--- src/include/asp_pkg.sv ---
`default_nettype none
package asp_pkg;
  // register word indices; the byte address is four times the index
  localparam logic [15:0] IDX_CTRL_A = 16'h1F91; // status on read
  localparam logic [15:0] IDX_CTRL_B = 16'h1F92;
  localparam logic [15:0] IDX_DATA = 16'h1F93; // rx on read, tx on write
  localparam logic [15:0] IDX_ROUTE = 16'h1F94;
  // control a field positions
  localparam int A_TXE = 7;
  localparam int A_RXE = 6;
  localparam int A_TSTOP = 5;
  localparam int A_EVEN = 4;
  localparam int A_PAR = 3;
  localparam int A_BAUD = 0;
  // control b field positions
  localparam int B_RSTOP = 0;
  localparam int B_NF = 1;
  // route field positions
  localparam int R_RX = 0;
  localparam int R_TX = 1;
  // status field positions
  localparam int S_PARITY_ERR_FLAG = 7;
  localparam int S_FRAME_ERR_FLAG = 6;
  localparam int S_OVERRUN_FLAG = 5;
  localparam int S_RFULL = 4;
  localparam int S_TDONE = 3;
  localparam int S_TEMPTY = 2;
  // reset values
  localparam logic [7:0] CTRL_A_RST = 8'h00;
  localparam logic [2:0] CTRL_B_RST = 3'h0;
  localparam logic [1:0] ROUTE_RST = 2'h0;
  localparam logic [7:0] HOLD_RST = 8'h00;
  // transfer clock divisors in fc cycles, indexed by baud select
  localparam logic [8:0] DIV_0 = 9'h00D;
  localparam logic [8:0] DIV_1 = 9'h01A;
  localparam logic [8:0] DIV_2 = 9'h034;
  localparam logic [8:0] DIV_3 = 9'h068;
  localparam logic [8:0] DIV_4 = 9'h0D0;
  localparam logic [8:0] DIV_5 = 9'h1A0;
  localparam logic [8:0] DIV_7 = 9'h060;
  localparam logic [2:0] BAUD_TIMER = 3'h6;
  // noise filter: least stable time in fc cycles before a level is taken
  localparam logic [6:0] NF_REJ1 = 7'h1F;
  localparam logic [6:0] NF_REJ2 = 7'h3F;
  localparam logic [6:0] NF_REJ3 = 7'h7F;
  // sub-bit slots
  localparam logic [3:0] SLOT_A = 4'h7;
  localparam logic [3:0] SLOT_B = 4'h8;
  localparam logic [3:0] SLOT_C = 4'h9;
  localparam logic [3:0] SLOT_LAST = 4'hF;
  localparam logic [2:0] LAST_DATA = 3'h7;
  // axi responses
  localparam logic [1:0] RESP_OKAY = 2'h0;
  localparam logic [1:0] RESP_SLVERR = 2'h2;
  typedef enum logic [2:0] {TX_IDLE, TX_START, TX_DATA, TX_PAR, TX_STOP} asp_tx_state_t;
  typedef enum logic [2:0] {RX_IDLE, RX_START, RX_DATA, RX_PAR, RX_STOP} asp_rx_state_t;
endpackage : asp_pkg
`default_nettype wire

--- src/verilog/asp_uart.sv ---
// Functional notes
// - disable takes effect after current character
// - old buffered data never sent on enable
// - one clock and parity for both directions
// - baud select picks divisor or timer event
// - timer mode: event is transfer clock
// - noise filter rejects pulses under 31, 63, 127 cycles
// - longer pulses always pass the filter
// - receive stop length one or two
// - status reports six read-only flags
// - tx event sets transmit empty flag
// - route bits pick primary or alternate pins
// - low start, data, parity, high stops
// - parity enable and odd/even select
// - transmit stop length one or two
// - idle receiver hunts low level each tick
// - sample each bit at slots 7, 8, 9
// - majority of three samples decides bit
// - status read must precede transmit write
// - armed data read clears receive flags
// - overrun discards new character, keeps old
// - tx pin high once idle, whether disabled or unloaded
`timescale 1ns/1ps
`default_nettype none
module asp_uart (
  // clock and reset
  input wire logic aclk,
  input wire logic aresetn,
  // axi4-lite write channels
  input wire logic [15:0] s_axi_awaddr,
  input wire logic s_axi_awvalid,
  output logic s_axi_awready,
  input wire logic [31:0] s_axi_wdata,
  input wire logic [3:0] s_axi_wstrb,
  input wire logic s_axi_wvalid,
  output logic s_axi_wready,
  output logic [1:0] s_axi_bresp,
  output logic s_axi_bvalid,
  input wire logic s_axi_bready,
  // axi4-lite read channels
  input wire logic [15:0] s_axi_araddr,
  input wire logic s_axi_arvalid,
  output logic s_axi_arready,
  output logic [31:0] s_axi_rdata,
  output logic [1:0] s_axi_rresp,
  output logic s_axi_rvalid,
  input wire logic s_axi_rready,
  // serial pins and timer event
  input wire logic rx_pin_primary,
  input wire logic rx_pin_alternate,
  input wire logic timer4_event,
  output logic tx_pin_primary,
  output logic tx_pin_alternate,
  // character events
  output logic tx_irq,
  output logic rx_irq
);
  logic [7:0] ctrl_a_q;
  logic [2:0] ctrl_b_q;
  logic [1:0] route_q;
  logic armed_q, bvalid_q, rvalid_q;
  logic [1:0] bresp_q, rresp_q;
  logic [31:0] rdata_q;
  logic wr_go, rd_go, wr_ok, rd_ok;
  logic [15:0] wr_idx, rd_idx;
  logic tx_load, clr_rx;
  logic tx_empty_q, tx_done_q, tx_pend_q, tx_irq_q, rx_irq_q;
  logic parity_err_flag_q, frame_err_flag_q, overrun_flag_q, rfull_q;
  logic [7:0] tx_hold_q, rx_hold_q;
  logic [7:0] status;

  // control fields
  logic tx_en, rx_en, even, par_en;
  logic [2:0] baud_sel;
  logic [1:0] nf_sel;
  assign tx_en = ctrl_a_q[asp_pkg::A_TXE];
  assign rx_en = ctrl_a_q[asp_pkg::A_RXE];
  assign even = ctrl_a_q[asp_pkg::A_EVEN];
  assign par_en = ctrl_a_q[asp_pkg::A_PAR];
  assign baud_sel = ctrl_a_q[asp_pkg::A_BAUD +: 3];
  assign nf_sel = ctrl_b_q[asp_pkg::B_NF +: 2];

  // bus handshakes: one write and one read outstanding at most
  assign s_axi_awready = s_axi_awvalid & s_axi_wvalid & ~bvalid_q;
  assign s_axi_wready = s_axi_awready;
  assign s_axi_arready = ~rvalid_q;
  assign wr_go = s_axi_awready;
  assign rd_go = s_axi_arvalid & s_axi_arready;
  assign wr_idx = {2'h0, s_axi_awaddr[15:2]};
  assign rd_idx = {2'h0, s_axi_araddr[15:2]};
  assign wr_ok = wr_idx inside {asp_pkg::IDX_CTRL_A, asp_pkg::IDX_CTRL_B,
                                asp_pkg::IDX_DATA, asp_pkg::IDX_ROUTE};
  assign rd_ok = rd_idx inside {asp_pkg::IDX_CTRL_A, asp_pkg::IDX_CTRL_B,
                                asp_pkg::IDX_DATA, asp_pkg::IDX_ROUTE};
  assign s_axi_bvalid = bvalid_q;
  assign s_axi_bresp = bresp_q;
  assign s_axi_rvalid = rvalid_q;
  assign s_axi_rresp = rresp_q;
  assign s_axi_rdata = rdata_q;

  // transmit write only when armed; buffer must be free too
  assign tx_load = wr_go & (wr_idx == asp_pkg::IDX_DATA) & s_axi_wstrb[0]
                   & armed_q & tx_empty_q & tx_en;
  // armed read of receive data clears receive flags
  assign clr_rx = rd_go & (rd_idx == asp_pkg::IDX_DATA) & armed_q;

  // write response, unmapped address answers slverr
  always_ff @(posedge aclk) begin
    if (!aresetn) begin
      bvalid_q <= 1'b0;
      bresp_q <= asp_pkg::RESP_OKAY;
    end else if (wr_go) begin
      bvalid_q <= 1'b1;
      bresp_q <= wr_ok ? asp_pkg::RESP_OKAY : asp_pkg::RESP_SLVERR;
    end else if (s_axi_bready) begin
      bvalid_q <= 1'b0;
    end
  end

  // control registers; write-only ones do not read back
  always_ff @(posedge aclk) begin
    if (!aresetn) begin
      ctrl_a_q <= asp_pkg::CTRL_A_RST;
      ctrl_b_q <= asp_pkg::CTRL_B_RST;
      route_q <= asp_pkg::ROUTE_RST;
    end else if (wr_go && s_axi_wstrb[0]) begin
      if (wr_idx == asp_pkg::IDX_CTRL_A) ctrl_a_q <= s_axi_wdata[7:0];
      if (wr_idx == asp_pkg::IDX_CTRL_B) ctrl_b_q <= s_axi_wdata[2:0];
      if (wr_idx == asp_pkg::IDX_ROUTE) route_q <= s_axi_wdata[1:0];
    end
  end

  // status byte, low two bits read zero
  assign status = {parity_err_flag_q, frame_err_flag_q, overrun_flag_q, rfull_q, tx_done_q, tx_empty_q, 2'h0};

  // read data; shared addresses split by direction
  always_ff @(posedge aclk) begin
    if (!aresetn) begin
      rvalid_q <= 1'b0;
      rresp_q <= asp_pkg::RESP_OKAY;
      rdata_q <= 32'h0000_0000;
    end else if (rd_go) begin
      rvalid_q <= 1'b1;
      rresp_q <= rd_ok ? asp_pkg::RESP_OKAY : asp_pkg::RESP_SLVERR;
      case (rd_idx)
        asp_pkg::IDX_CTRL_A: rdata_q <= {24'h0, status};
        asp_pkg::IDX_DATA: rdata_q <= {24'h0, rx_hold_q};
        asp_pkg::IDX_ROUTE: rdata_q <= {30'h0, route_q};
        default: rdata_q <= 32'h0000_0000;
      endcase
    end else if (s_axi_rready) begin
      rvalid_q <= 1'b0;
    end
  end

  // status read arms the next data access, which disarms
  always_ff @(posedge aclk) begin
    if (!aresetn) begin
      armed_q <= 1'b0;
    end else if (rd_go && rd_idx == asp_pkg::IDX_CTRL_A) begin
      armed_q <= 1'b1;
    end else if ((rd_go && rd_idx == asp_pkg::IDX_DATA) ||
                 (wr_go && wr_idx == asp_pkg::IDX_DATA)) begin
      armed_q <= 1'b0;
    end
  end

  // transfer clock: divided fc or the timer event
  logic [8:0] div, div_cnt_q;
  logic tick;
  always_comb begin
    case (baud_sel)
      3'h0: div = asp_pkg::DIV_0;
      3'h1: div = asp_pkg::DIV_1;
      3'h2: div = asp_pkg::DIV_2;
      3'h3: div = asp_pkg::DIV_3;
      3'h4: div = asp_pkg::DIV_4;
      3'h5: div = asp_pkg::DIV_5;
      default: div = asp_pkg::DIV_7;
    endcase
  end
  always_ff @(posedge aclk) begin
    if (!aresetn || div_cnt_q >= div - 9'h001) div_cnt_q <= 9'h000;
    else div_cnt_q <= div_cnt_q + 9'h001;
  end
  // timer mode uses the timer event as the transfer clock
  // one tick feeds both transmitter and receiver
  assign tick = (baud_sel == asp_pkg::BAUD_TIMER) ? timer4_event
              : (div_cnt_q == div - 9'h001);

  logic rx_raw, filt_q;
  logic [6:0] flt_cnt_q, thr;
  assign rx_raw = route_q[asp_pkg::R_RX] ? rx_pin_alternate : rx_pin_primary;
  always_comb begin
    case (nf_sel)
      2'h1: thr = asp_pkg::NF_REJ1;
      2'h2: thr = asp_pkg::NF_REJ2;
      default: thr = asp_pkg::NF_REJ3;
    endcase
  end
  // level taken only after thr stable cycles, or at once when nf_sel is 0
  // anything longer than thr always passes
  always_ff @(posedge aclk) begin
    if (!aresetn) begin
      filt_q <= 1'b1;
      flt_cnt_q <= 7'h00;
    end else if (nf_sel == 2'h0 || rx_raw == filt_q) begin
      filt_q <= rx_raw;
      flt_cnt_q <= 7'h00;
    end else if (flt_cnt_q == thr - 7'h01) begin
      filt_q <= rx_raw;
      flt_cnt_q <= 7'h00;
    end else begin
      flt_cnt_q <= flt_cnt_q + 7'h01;
    end
  end

  // transmitter
  asp_pkg::asp_tx_state_t tx_st_q;
  logic [3:0] tx_sub_q;
  logic [2:0] tx_bit_q;
  logic tx_stop_q, tx_par_q, tx_go, tx_end, tx_drop, tx_line;
  logic [7:0] tx_sh_q;
  // a new frame only starts from idle, so disable waits
  // start needs a fresh write, never just the enable
  assign tx_go = (tx_st_q == asp_pkg::TX_IDLE) & tx_en & tx_pend_q;
  assign tx_drop = (tx_st_q == asp_pkg::TX_IDLE) & ~tx_en & tx_pend_q;
  assign tx_end = (tx_st_q == asp_pkg::TX_STOP) & tick & (tx_sub_q == asp_pkg::SLOT_LAST)
                  & (tx_stop_q == ctrl_a_q[asp_pkg::A_TSTOP]);

  // transmit buffer and flags
  always_ff @(posedge aclk) begin
    if (!aresetn) begin
      tx_hold_q <= asp_pkg::HOLD_RST;
      tx_pend_q <= 1'b0;
      tx_empty_q <= 1'b1;
      tx_done_q <= 1'b1;
      tx_irq_q <= 1'b0;
    end else begin
      tx_irq_q <= tx_go;
      if (tx_load) tx_hold_q <= s_axi_wdata[7:0];
      tx_pend_q <= tx_load | (tx_pend_q & ~tx_go & ~tx_drop);
      // tx event sets the empty flag
      if (tx_go || tx_drop) tx_empty_q <= 1'b1;
      else if (tx_load) tx_empty_q <= 1'b0;
      if (tx_go) tx_done_q <= 1'b0;
      else if (tx_end && !tx_pend_q) tx_done_q <= 1'b1;
    end
  end

  // start, data, parity, stop in order
  always_ff @(posedge aclk) begin
    if (!aresetn) begin
      tx_st_q <= asp_pkg::TX_IDLE;
      tx_sub_q <= 4'h0;
      tx_bit_q <= 3'h0;
      tx_stop_q <= 1'b0;
      tx_sh_q <= 8'h00;
      tx_par_q <= 1'b0;
    end else if (tx_go) begin
      tx_st_q <= asp_pkg::TX_START;
      tx_sub_q <= 4'h0;
      tx_sh_q <= tx_hold_q;
      // odd parity when even is clear
      tx_par_q <= (^tx_hold_q) ^ ~even;
    end else if (tick && tx_st_q != asp_pkg::TX_IDLE) begin
      tx_sub_q <= tx_sub_q + 4'h1;
      if (tx_sub_q == asp_pkg::SLOT_LAST) begin
        case (tx_st_q)
          asp_pkg::TX_START: begin
            tx_st_q <= asp_pkg::TX_DATA;
            tx_bit_q <= 3'h0;
          end
          asp_pkg::TX_DATA: begin
            tx_sh_q <= {1'b0, tx_sh_q[7:1]};
            tx_bit_q <= tx_bit_q + 3'h1;
            tx_stop_q <= 1'b0;
            if (tx_bit_q == asp_pkg::LAST_DATA)
              tx_st_q <= par_en ? asp_pkg::TX_PAR : asp_pkg::TX_STOP;
          end
          asp_pkg::TX_PAR: tx_st_q <= asp_pkg::TX_STOP;
          asp_pkg::TX_STOP: begin
            tx_stop_q <= 1'b1;
            if (tx_end) tx_st_q <= asp_pkg::TX_IDLE;
          end
          default: tx_st_q <= asp_pkg::TX_IDLE;
        endcase
      end
    end
  end

  always_comb begin
    case (tx_st_q)
      asp_pkg::TX_START: tx_line = 1'b0;
      asp_pkg::TX_DATA: tx_line = tx_sh_q[0];
      asp_pkg::TX_PAR: tx_line = tx_par_q;
      default: tx_line = 1'b1;
    endcase
  end

  // transmit routing; idle and unselected pins stay high
  always_ff @(posedge aclk) begin
    if (!aresetn) begin
      tx_pin_primary <= 1'b1;
      tx_pin_alternate <= 1'b1;
    end else begin
      tx_pin_primary <= route_q[asp_pkg::R_TX] | tx_line;
      tx_pin_alternate <= ~route_q[asp_pkg::R_TX] | tx_line;
    end
  end
  assign tx_irq = tx_irq_q;

  // receiver
  asp_pkg::asp_rx_state_t rx_st_q;
  logic [3:0] rx_sub_q;
  logic [2:0] rx_bit_q;
  logic [1:0] samp_q;
  logic [7:0] rx_sh_q;
  logic rx_stop_q, rx_pbad_q, rx_fbad_q, vote, vote_now, rx_done;
  assign vote = (samp_q[0] & samp_q[1]) | (samp_q[0] & filt_q) | (samp_q[1] & filt_q);
  assign vote_now = tick & (rx_sub_q == asp_pkg::SLOT_C) & (rx_st_q != asp_pkg::RX_IDLE);
  // one or two stop bits expected
  assign rx_done = vote_now & (rx_st_q == asp_pkg::RX_STOP)
                   & (rx_stop_q == ctrl_b_q[asp_pkg::B_RSTOP]);

  always_ff @(posedge aclk) begin
    if (!aresetn) begin
      rx_st_q <= asp_pkg::RX_IDLE;
      rx_sub_q <= 4'h0;
      rx_bit_q <= 3'h0;
      samp_q <= 2'h3;
      rx_sh_q <= 8'h00;
      rx_stop_q <= 1'b0;
      rx_pbad_q <= 1'b0;
      rx_fbad_q <= 1'b0;
    end else if (tick) begin
      rx_sub_q <= rx_sub_q + 4'h1;
      if (rx_sub_q == asp_pkg::SLOT_A || rx_sub_q == asp_pkg::SLOT_B)
        samp_q <= {samp_q[0], filt_q};
      case (rx_st_q)
        // hunt for low on every tick; overrun blocks receive
        asp_pkg::RX_IDLE: begin
          rx_sub_q <= 4'h1;
          rx_pbad_q <= 1'b0;
          rx_fbad_q <= 1'b0;
          rx_stop_q <= 1'b0;
          if (rx_en && !overrun_flag_q && !filt_q) rx_st_q <= asp_pkg::RX_START;
        end
        asp_pkg::RX_START: if (vote_now) begin
          rx_bit_q <= 3'h0;
          rx_st_q <= vote ? asp_pkg::RX_IDLE : asp_pkg::RX_DATA;
        end
        asp_pkg::RX_DATA: if (vote_now) begin
          rx_sh_q <= {vote, rx_sh_q[7:1]};
          rx_bit_q <= rx_bit_q + 3'h1;
          if (rx_bit_q == asp_pkg::LAST_DATA)
            rx_st_q <= par_en ? asp_pkg::RX_PAR : asp_pkg::RX_STOP;
        end
        asp_pkg::RX_PAR: if (vote_now) begin
          rx_pbad_q <= vote != ((^rx_sh_q) ^ ~even);
          rx_st_q <= asp_pkg::RX_STOP;
        end
        asp_pkg::RX_STOP: if (vote_now) begin
          rx_stop_q <= 1'b1;
          if (!vote) rx_fbad_q <= 1'b1;
          if (rx_done) rx_st_q <= asp_pkg::RX_IDLE;
        end
        default: rx_st_q <= asp_pkg::RX_IDLE;
      endcase
    end
  end

  // receive buffer and flags; a set wins over a same-cycle clear
  logic rx_take, rx_frame_err_flag_now;
  assign rx_take = rx_done & ~rfull_q;
  assign rx_frame_err_flag_now = rx_fbad_q | ~vote;
  always_ff @(posedge aclk) begin
    if (!aresetn) begin
      rx_hold_q <= asp_pkg::HOLD_RST;
      rfull_q <= 1'b0;
      parity_err_flag_q <= 1'b0;
      frame_err_flag_q <= 1'b0;
      overrun_flag_q <= 1'b0;
      rx_irq_q <= 1'b0;
    end else begin
      rx_irq_q <= rx_take;
      // overrun leaves the held character alone
      if (rx_take) rx_hold_q <= rx_sh_q;
      rfull_q <= rx_take | (rfull_q & ~clr_rx);
      parity_err_flag_q <= (rx_take & rx_pbad_q) | (parity_err_flag_q & ~clr_rx);
      frame_err_flag_q <= (rx_take & rx_frame_err_flag_now) | (frame_err_flag_q & ~clr_rx);
      overrun_flag_q <= (rx_done & rfull_q) | (overrun_flag_q & ~clr_rx);
    end
  end
  assign rx_irq = rx_irq_q;

  // checks
  // tick period
  a_baud_div_13: assert property (@(posedge aclk) disable iff (!aresetn)
    (tick && baud_sel == 3'h0) ##13 (baud_sel == 3'h0) |-> tick)
    else $error("divide by 13 tick spacing wrong");
  a_tx_idle_high: assert property (@(posedge aclk) disable iff (!aresetn)
    (tx_st_q == asp_pkg::TX_IDLE && !route_q[asp_pkg::R_TX]) |=> tx_pin_primary)
    else $error("tx pin low while idle");
  a_start_bit_low: assert property (@(posedge aclk) disable iff (!aresetn)
    (tx_st_q == asp_pkg::TX_START && !route_q[asp_pkg::R_TX]) |=> !tx_pin_primary)
    else $error("start bit not low");
  a_tx_irq_empty: assert property (@(posedge aclk) disable iff (!aresetn)
    tx_go |=> (tx_empty_q && tx_irq))
    else $error("tx event without empty flag");
  a_unarmed_write: assert property (@(posedge aclk) disable iff (!aresetn)
    (wr_go && wr_idx == asp_pkg::IDX_DATA && !armed_q && tx_empty_q) |=> tx_empty_q)
    else $error("unarmed write cleared empty flag");
  a_frame_runs: assert property (@(posedge aclk) disable iff (!aresetn)
    (tx_st_q != asp_pkg::TX_IDLE && !tx_end) |=> (tx_st_q != asp_pkg::TX_IDLE))
    else $error("frame cut short");
  a_rx_clear: assert property (@(posedge aclk) disable iff (!aresetn)
    (clr_rx && !rx_done) |=> (!rfull_q && !parity_err_flag_q && !frame_err_flag_q && !overrun_flag_q))
    else $error("armed data read did not clear flags");
  a_overrun_keep: assert property (@(posedge aclk) disable iff (!aresetn)
    (rx_done && rfull_q) |=> ($stable(rx_hold_q) && overrun_flag_q))
    else $error("overrun changed held data");
  a_filter_hold: assert property (@(posedge aclk) disable iff (!aresetn)
    (nf_sel == 2'h1 && $past(nf_sel) == 2'h1 && $changed(filt_q))
      |-> ($past(flt_cnt_q) == 7'h1E))
    else $error("filter passed a short pulse");
  c_tx_frame: cover property (@(posedge aclk) disable iff (!aresetn) tx_end);
  c_rx_load: cover property (@(posedge aclk) disable iff (!aresetn) rx_take);
  c_overrun: cover property (@(posedge aclk) disable iff (!aresetn) rx_done && rfull_q);
  c_timer_rx: cover property (@(posedge aclk) disable iff (!aresetn)
    rx_take && baud_sel == asp_pkg::BAUD_TIMER);
endmodule : asp_uart
`default_nettype wire
--- config.mk ---
export PLATFORM = sky130hd
export DESIGN_NAME = asp_uart
export DESIGN_NICKNAME = d
export VERILOG_FILES = /design/src/include/asp_pkg.sv /design/src/verilog/asp_uart.sv
export SDC_FILE = /design/constraint.sdc
export NUM_CORES = 1
export LEC_CHECK = 0
export BUFFER_PORTS_ARGS = -buffer_cell sky130_fd_sc_hd__buf_2
export CAP_MARGIN = 20
export CORE_ASPECT_RATIO = 0.6
export CORE_MARGIN = 2
export CORE_UTILIZATION = 29
export DETAILED_ROUTE_END_ITERATION = 10
export GPL_TIMING_DRIVEN = 0
export SYNTH_ARGS = -nofsm -noshare
export SYNTH_HDL_FRONTEND = slang
export SYNTH_SLANG_ARGS = --single-unit
export TNS_END_PERCENT = 30
--- constraint.sdc ---
create_clock -name aclk -period 4.85 [get_ports aclk]
set_input_delay 0.97 -clock aclk [delete_from_list [all_inputs] [get_ports aclk]]
set_output_delay 0.97 -clock aclk [all_outputs]
set_load 0.02 [all_outputs]
-- Yosys cells after proc, flatten, opt, wreduce, memory -nomap -nowiden
Index checks and enable logic that the tools add are counted.
- bits in registers: 139
- output and inout port bits: 45
- add/subtract/negate cells: 8
- order comparisons: 1
- equality and inequality tests: 48
- muxes and demuxes: 51
- bitwise operators: 57
- reductions and logical operators: 58
- operators by type and width (cell ; number):
    equality test 14 x 13 -> 1 bit, second input constant ; 8
    case mux 9 bit (6 select lines) ; 1
    two-way mux 3 bit ; 12
    bitwise AND 1 bit ; 34
    two-way mux 8 bit ; 4
    nonzero test 2 bit ; 13
    case mux 8 bit (3 select lines) ; 1
    AND reduction 4 bit ; 6
    equality test 3 bit, second input constant ; 7
    inequality test 2 bit, second input constant ; 10
    two-way mux 1 bit ; 19
    equality test 3 x 2 -> 1 bit, second input constant ; 6
    XOR reduction 8 bit ; 2
    case mux 3 bit (5 select lines) ; 1
    case mux 7 bit (2 select lines) ; 1
    equality test 4 bit, second input constant ; 3
    case mux 3 bit (2 select lines) ; 2
    case mux 3 bit (4 select lines) ; 1
    AND reduction 3 bit ; 4
    NOT 1 bit ; 11
    bitwise OR 1 bit ; 10
    adder 9 x 1 -> 9 bit, second input constant ; 1
    equality test 3 x 1 -> 1 bit, second input constant ; 3
    equality test 9 bit ; 1
    29 further kinds ; 62

-- Depth between registers and ports, before layout
- depth after elaboration: 13
- gate-level depth with buffers: 13
- gate-level depth less buffers: 11

-- Least setup slack after synthesis
Ideal clock, no wire load.
- path kind: register to register
- start point: register ctrl_a_q[0]
- end point: register rx_hold_q[0]
- data arrival time: 2.789 ns
- data required time: 4.722 ns
- setup slack: 1.933 ns
- stages on the path, launching flop included: 12
- path buffers: 2
- clock period less this slack: 2.917 ns
- path through: dfxtp_1 > buf_4 > or3_1 > ha_1 > nand2b_1 > a221o_1 > ha_1 > nand4_4 > a2111oi_4 > buf_6 > mux2i_1 > nor2_1
- cells in the longest elaborated chain, start to end: 10
- elaborated cells between the ends (all ways): 16
- ends and longest elaborated chain (element ; line ; source):
    from (decl) ; asp_uart.sv:58 ; logic [7:0] ctrl_a_q;
    from (signal assigned) ; asp_uart.sv:123 ; ctrl_a_q <= asp_pkg::CTRL_A_RST;
    from (signal assigned) ; asp_uart.sv:127 ; if (wr_idx == asp_pkg::IDX_CTRL_A) ctrl_a_q <= s_axi_wdata[7:0];
    equality test 3 bit (tied with other cells) ; asp_uart.sv:172 ; case (baud_sel)
    case mux 9 bit (6 select lines) ; asp_uart.sv:172 ;
    subtractor 9 x 1 -> 9 bit ; asp_uart.sv:189 ; : (div_cnt_q == div - 9'h001);
    equality test 9 bit ; asp_uart.sv:189 ;
    two-way mux 1 bit (*) ; asp_uart.sv:188 ; assign tick = (baud_sel == asp_pkg::BAUD_TIMER) ? timer4_event
    bitwise AND 1 bit (*) (2 in a row) ; asp_uart.sv:321 ; assign vote_now = tick & (rx_sub_q == asp_pkg::SLOT_C) & (rx_st_q != asp_pkg::RX_IDLE);
    bitwise AND 1 bit (*) ; asp_uart.sv:323 ; assign rx_done = vote_now & (rx_st_q == asp_pkg::RX_STOP)
    bitwise AND 1 bit (*) ; asp_uart.sv:324 ; & (rx_stop_q == ctrl_b_q[asp_pkg::B_RSTOP]);
    bitwise AND 1 bit (*) ; asp_uart.sv:375 ; assign rx_take = rx_done & ~rfull_q;
    to (signal assigned) ; asp_uart.sv:379 ; rx_hold_q <= asp_pkg::HOLD_RST;
    to (signal assigned) ; asp_uart.sv:388 ; if (rx_take) rx_hold_q <= rx_sh_q;
    to (decl) ; asp_uart.sv:69 ; logic [7:0] tx_hold_q, rx_hold_q;
Mark *: on every way between the ends. The rest lies on a longest branch, timed or not.
A chain may end at the register's enable or synchronous reset.

-- Worst setup path in the final report
- start point: register ctrl_a_q[0]
- end point: register tx_sh_q[4]
- cells in the longest elaborated chain, start to end: 8
- elaborated cells between the ends (all ways): 14
- ends and longest elaborated chain (element ; line ; source):
    equality test 3 bit (tied with other cells) ; asp_uart.sv:172 ;
    case mux 9 bit (6 select lines) ; asp_uart.sv:172 ;
    subtractor 9 x 1 -> 9 bit ; asp_uart.sv:189 ;
    equality test 9 bit ; asp_uart.sv:189 ;
    two-way mux 1 bit (*) ; asp_uart.sv:188 ;
    logical AND 1 bit (*) ; asp_uart.sv:266 ; end else if (tick && tx_st_q != asp_pkg::TX_IDLE) begin
    nonzero test 2 bit (no source line) (*) ; - ;
    AND reduction 3 bit (no source line) (*) ; - ;
    to (signal assigned) ; asp_uart.sv:263 ; tx_sh_q <= tx_hold_q;
    to (signal assigned) ; asp_uart.sv:275 ; tx_sh_q <= {1'b0, tx_sh_q[7:1]};
    to (decl) ; asp_uart.sv:223 ; logic [7:0] tx_sh_q;
Marked as above.

==> impl_table.tex <==
\begin{tabular}{lr}
\hline
Metric & Value \\
\hline
\multicolumn{2}{l}{\textbf{Outcome}} \\
Result of the run & complete, no violations \\
\multicolumn{2}{l}{\textbf{Worst setup path}} \\
Buf+Inv Stages, Crit Path & 2 \\
Worst reg2reg setup slack & approximately 1700 ps \\
Crit path max fanout & 10 \\
Crit path launch type & register \\
Delay of the slowest cell on the worst path & about 400 ps \\
Slowest library cell on the worst path & or3\_1 \\
Reg-to-reg startpoint & ctrl\_a\_q[0]\$\_SDFFE\_PN0P\_ \\
Dominant cell type by count on the critical path & ha\_1 \\
Required time at the worst-slack endpoint & about 5100 ps \\
CP Class & reg2reg \\
CP Data Arrival Time & $\sim$3500 ps \\
Critical Path, Cell by Cell & buf\_4 > or3\_1 > ha\_1 > nand2b\_1 > a221o\_1 > ha\_1 > nand4\_4 > a211oi\_4 > buf\_6 > mux2i\_1 > a21oi\_1 \\
Worst Setup End Kind & register \\
Worst R2R End & tx\_sh\_q[4]\$\_SDFFE\_PN0P\_ \\
R2R depth & 11 \\
Family of cells with the greatest summed delay on the critical path & compound AO/OA/AOI/OAI gates \\
\multicolumn{2}{l}{\textbf{Cells and area}} \\
Nets@finish & 831 \\
Footprint of the multi-input gates & $\sim$3200 µm² \\
Number of diodes added for antenna fixing & 0 \\
Fill cell instance count of the final layout & around 1900 \\
Commonest cells after routing, fill and taps aside & 113 x dfxtp\_1, 73 x nor2\_1, 72 x buf\_2, 52 x mux2i\_1, 37 x a21oi\_1 \\
Commonest non-fill, non-tap cell in the layout & dfxtp\_1 \\
Proportion of layout cells with a drive suffix above 1 & $\sim$21\% \\
Flip-flop and latch area & around 2300 µm² \\
Layout overhead on the synthesized area & 23.5\% \\
\multicolumn{2}{l}{\textbf{Worst hold path}} \\
Destination of the worst hold path & s\_axi\_rresp[1]\$\_SDFFE\_PN0P\_ \\
Worst Hold Launch & s\_axi\_rresp[1]\$\_SDFFE\_PN0P\_ \\
Worst hold path type & reg2reg \\
Instance count along the most critical hold path & 2 \\
\multicolumn{2}{l}{\textbf{Power}} \\
Psw & about 560 µW \\
Leakage power & $\sim$0.0030 µW \\
Sequential share of power & around 40\% \\
Power Density & around 330 nW/µm² \\
Int Pwr & between 1500 and 2000 µW \\
Worst voltage drop across the vdd grid & approximately 0.26 mV \\
Switching share of total power & about a quarter \\
Combinational power share & 5.1\% \\
Post-route total power & about 2400 µW \\
Share of power burned in the clock network & a little under three fifths \\
\multicolumn{2}{l}{\textbf{STA}} \\
Count of endpoints failing setup in the final report & 0 \\
Worst relative slew slack & around 44\% \\
Unrepaired setup endpoints after global routing & no \\
Worst clock skew on the final layout & between 8 and 9 ps \\
Final total negative setup slack & 0 ps \\
Post-layout min period & 3200 ps \\
Number of hold-slack violations in the final timing report & 0 \\
Number of max-slew violations in the final report & 0 \\
F\_max & $\sim$310 MHz \\
Final worst-path cycle share & between 60\% and 70\% \\
Transition at the pin with the smallest max-transition slack & 843 ps \\
Worst hold slack & between 400 and 500 ps \\
\multicolumn{2}{l}{\textbf{Route}} \\
Violation count after the first detailed-route iteration & 450 \\
Detailed-route vias per instance & $\sim$4.7 \\
Overall via count from detail\_route & $\sim$4700 \\
Number of nets with antenna violations after detailed routing & 0 \\
Remaining design rule violation count & 0 \\
Routed len/inst & 14.6 µm \\
Final routed wirelength across all metal layers & $\sim$15000 µm \\
First-pass detailed-route iteration total & 8 \\
\multicolumn{2}{l}{\textbf{Logic synthesis}} \\
Post-Syn Area per Cell & about 9.3 µm² \\
Post-synthesis instance area & approximately 5800 µm² \\
Sequential share of the synthesized area & 39.2\% \\
Primary FF master, synth & dfxtp\_1 \\
Async set or reset register ratio after synthesis & 0\% \\
Number of cells produced by synthesis & about 620 \\
Number of warnings printed during yosys synthesis & 0 \\
Number of storage elements in the synthesis netlist & roughly 110 \\
Count of flip-flops with a built-in enable after synthesis & 0 \\
Netlist cell types & 76 \\
\multicolumn{2}{l}{\textbf{Clocking}} \\
Post-CTS Repair Setup Buffers & 0 \\
CTS buffer count & 17 \\
CTS Root Buffer Type & clkbuf\_16 \\
Maximum buffer depth of the clock tree & 2 \\
Total of hold buffers inserted after clock tree synthesis & 0 \\
\# resized after CTS & 0 \\
Number of sinks on the clock net & about 110 \\
Count of H-tree levels built during CTS & 4 \\
Clock tree from TritonCTS & built \\
Clock latency on the worst-skew pair & between 400 and 500 ps \\
Clock slew at reported path FFs & around 60 ps \\
\multicolumn{2}{l}{\textbf{Placement}} \\
Final HPWL from detailed placement & between 10000 and 15000 µm \\
Final GP Congestion & 0.844 \\
Number of input and output port buffers inserted & 64 \\
\multicolumn{2}{l}{\textbf{Global route}} \\
Overall routing resource usage & approximately 14\% \\
Pin count of the biggest net entering global routing & 17 \\
Via count of the first global-routing pass & 4279 \\
Total global routing overflow & 0 \\
Met1 usage in global routing & around 22\% \\
Wire length of the first global-routing pass & 23100 µm \\
Initial antenna violation count & 0 \\
Most Crowded Layer GR & met1 \\
Met2 Track Usage GR & between 15 and 20\% \\
Met3 global-route usage & about 4.1\% \\
\multicolumn{2}{l}{\textbf{Flow run}} \\
Number of maximum-capacitance constraint violations & 0 \\
\multicolumn{2}{l}{\textbf{Die}} \\
Starting density of the core & around 30\% \\
Die Outline Area & approximately 21000 µm² \\
Vertical die dimension & about 110 µm \\
Floorplan row count & 39 \\
Number of placed I/O pins & between 100 and 150 \\
Core footprint & $\sim$19000 µm² \\
Die X-Extent & $\sim$190 µm \\
\hline
\end{tabular}
## per-layer routing
metal	up-vias	routed length [µm]	part of all wire, %
met5	-	0	0
met2	132	5680	39
met3	13	1030	7.0
met4	0	106	0.72
li1	2380	-	-
met1	2189	7930	54
## cells by family (layout without fill, tap and decap cells)
family	Yosys count	count (layout)	share of synthesized area (%)
AND/OR/NAND/NOR	205	205	19.2
flip-flops	113	113	39.2
AO/OA/AOI/OAI	110	110	13.8
buffers and inverters	76	172	7.27
multiplexers	52	52	9.03
XOR/XNOR	41	41	6.23
adder cells (fa/ha/maj)	24	24	5.16
other	1	26	0.0650
## registers in the layout, indices dropped and copies added, names as in the netlist, 4 cells and up
register	cells
rx_sh_q	8
div_cnt_q	9
tx_hold_q	8
flt_cnt_q	7
tx_sh_q	8
rx_hold_q	8
ctrl_a_q	8
tx_sub_q	4
s_axi_rdata	8
rx_sub_q	4
## cell usage after synthesis, drive strengths merged (17+ instances only)
library cell | number | area, µm²
dfxtp | 113 | 2260
nor2 | 74 | 280
mux2i | 52 | 521
buf | 40 | 284
a21oi | 37 | 185
nand2 | 32 | 123
xnor2 | 30 | 263
ha | 23 | 288
nand3 | 22 | 115
inv | 19 | 71.3
clkbuf | 17 | 63.8
o21ai | 17 | 88.8
## metrics by stage
stage	utilization [%]	area, µm²	cells	setup slack [ps]
global placement	33.8	6510	977	1680
CTS	37.0	7120	1009	1630
global route	37.0	7120	1009	1420
detailed placement	33.8	6510	977	1660
floorplan	-	5860	647	1930
finish	37.0	7120	1009	1650
## worst max-delay path by stage
stage	start	to	slack, ps	cells past startpoint
after floorplan	ctrl_a_q[0]$_SDFFE_PN0P_	rx_hold_q[0]$_SDFFE_PN0P_	1930	11
after global placement	ctrl_a_q[0]$_SDFFE_PN0P_	tx_sh_q[6]$_SDFFE_PN0P_	1680	11
after detailed placement	ctrl_a_q[0]$_SDFFE_PN0P_	tx_sh_q[4]$_SDFFE_PN0P_	1660	11
after CTS	ctrl_a_q[0]$_SDFFE_PN0P_	tx_sh_q[4]$_SDFFE_PN0P_	1630	11
after global routing	ctrl_a_q[0]$_SDFFE_PN0P_	tx_sh_q[4]$_SDFFE_PN0P_	1420	11
final	ctrl_a_q[0]$_SDFFE_PN0P_	tx_sh_q[4]$_SDFFE_PN0P_	1650	11
## tightest hold or removal path, cell delays in order (launching register included)
cell and delay (ps):
dfxtp_1 300, inv_1 50, a221oi_1 60
## power groups by stage
stage          Clock, µW  Sequential, µW  Combinational (µW)
2_1_floorplan          0             961                72.3
3_3_place_gp           0             959                 118
3_5_place_dp           0             959                 117
4_1_cts             1310             939                 118
5_1_grt             1350             940                 130
6_report            1290             939                 119
## area by class of cell
| type | instances | area share, % |
|---|---|---|
| buffer | 57 | 4.88 |
| clock buffer | 17 | 5.97 |
| clock inverter | 15 | 2.58 |
| inverter | 19 | 1.00 |
| multi-input combinational | 458 | 44.6 |
| sequential | 113 | 31.8 |
| tap | 266 | 4.67 |
| timing repair buffer | 64 | 4.50 |
(Power assumes the default switching activity.)
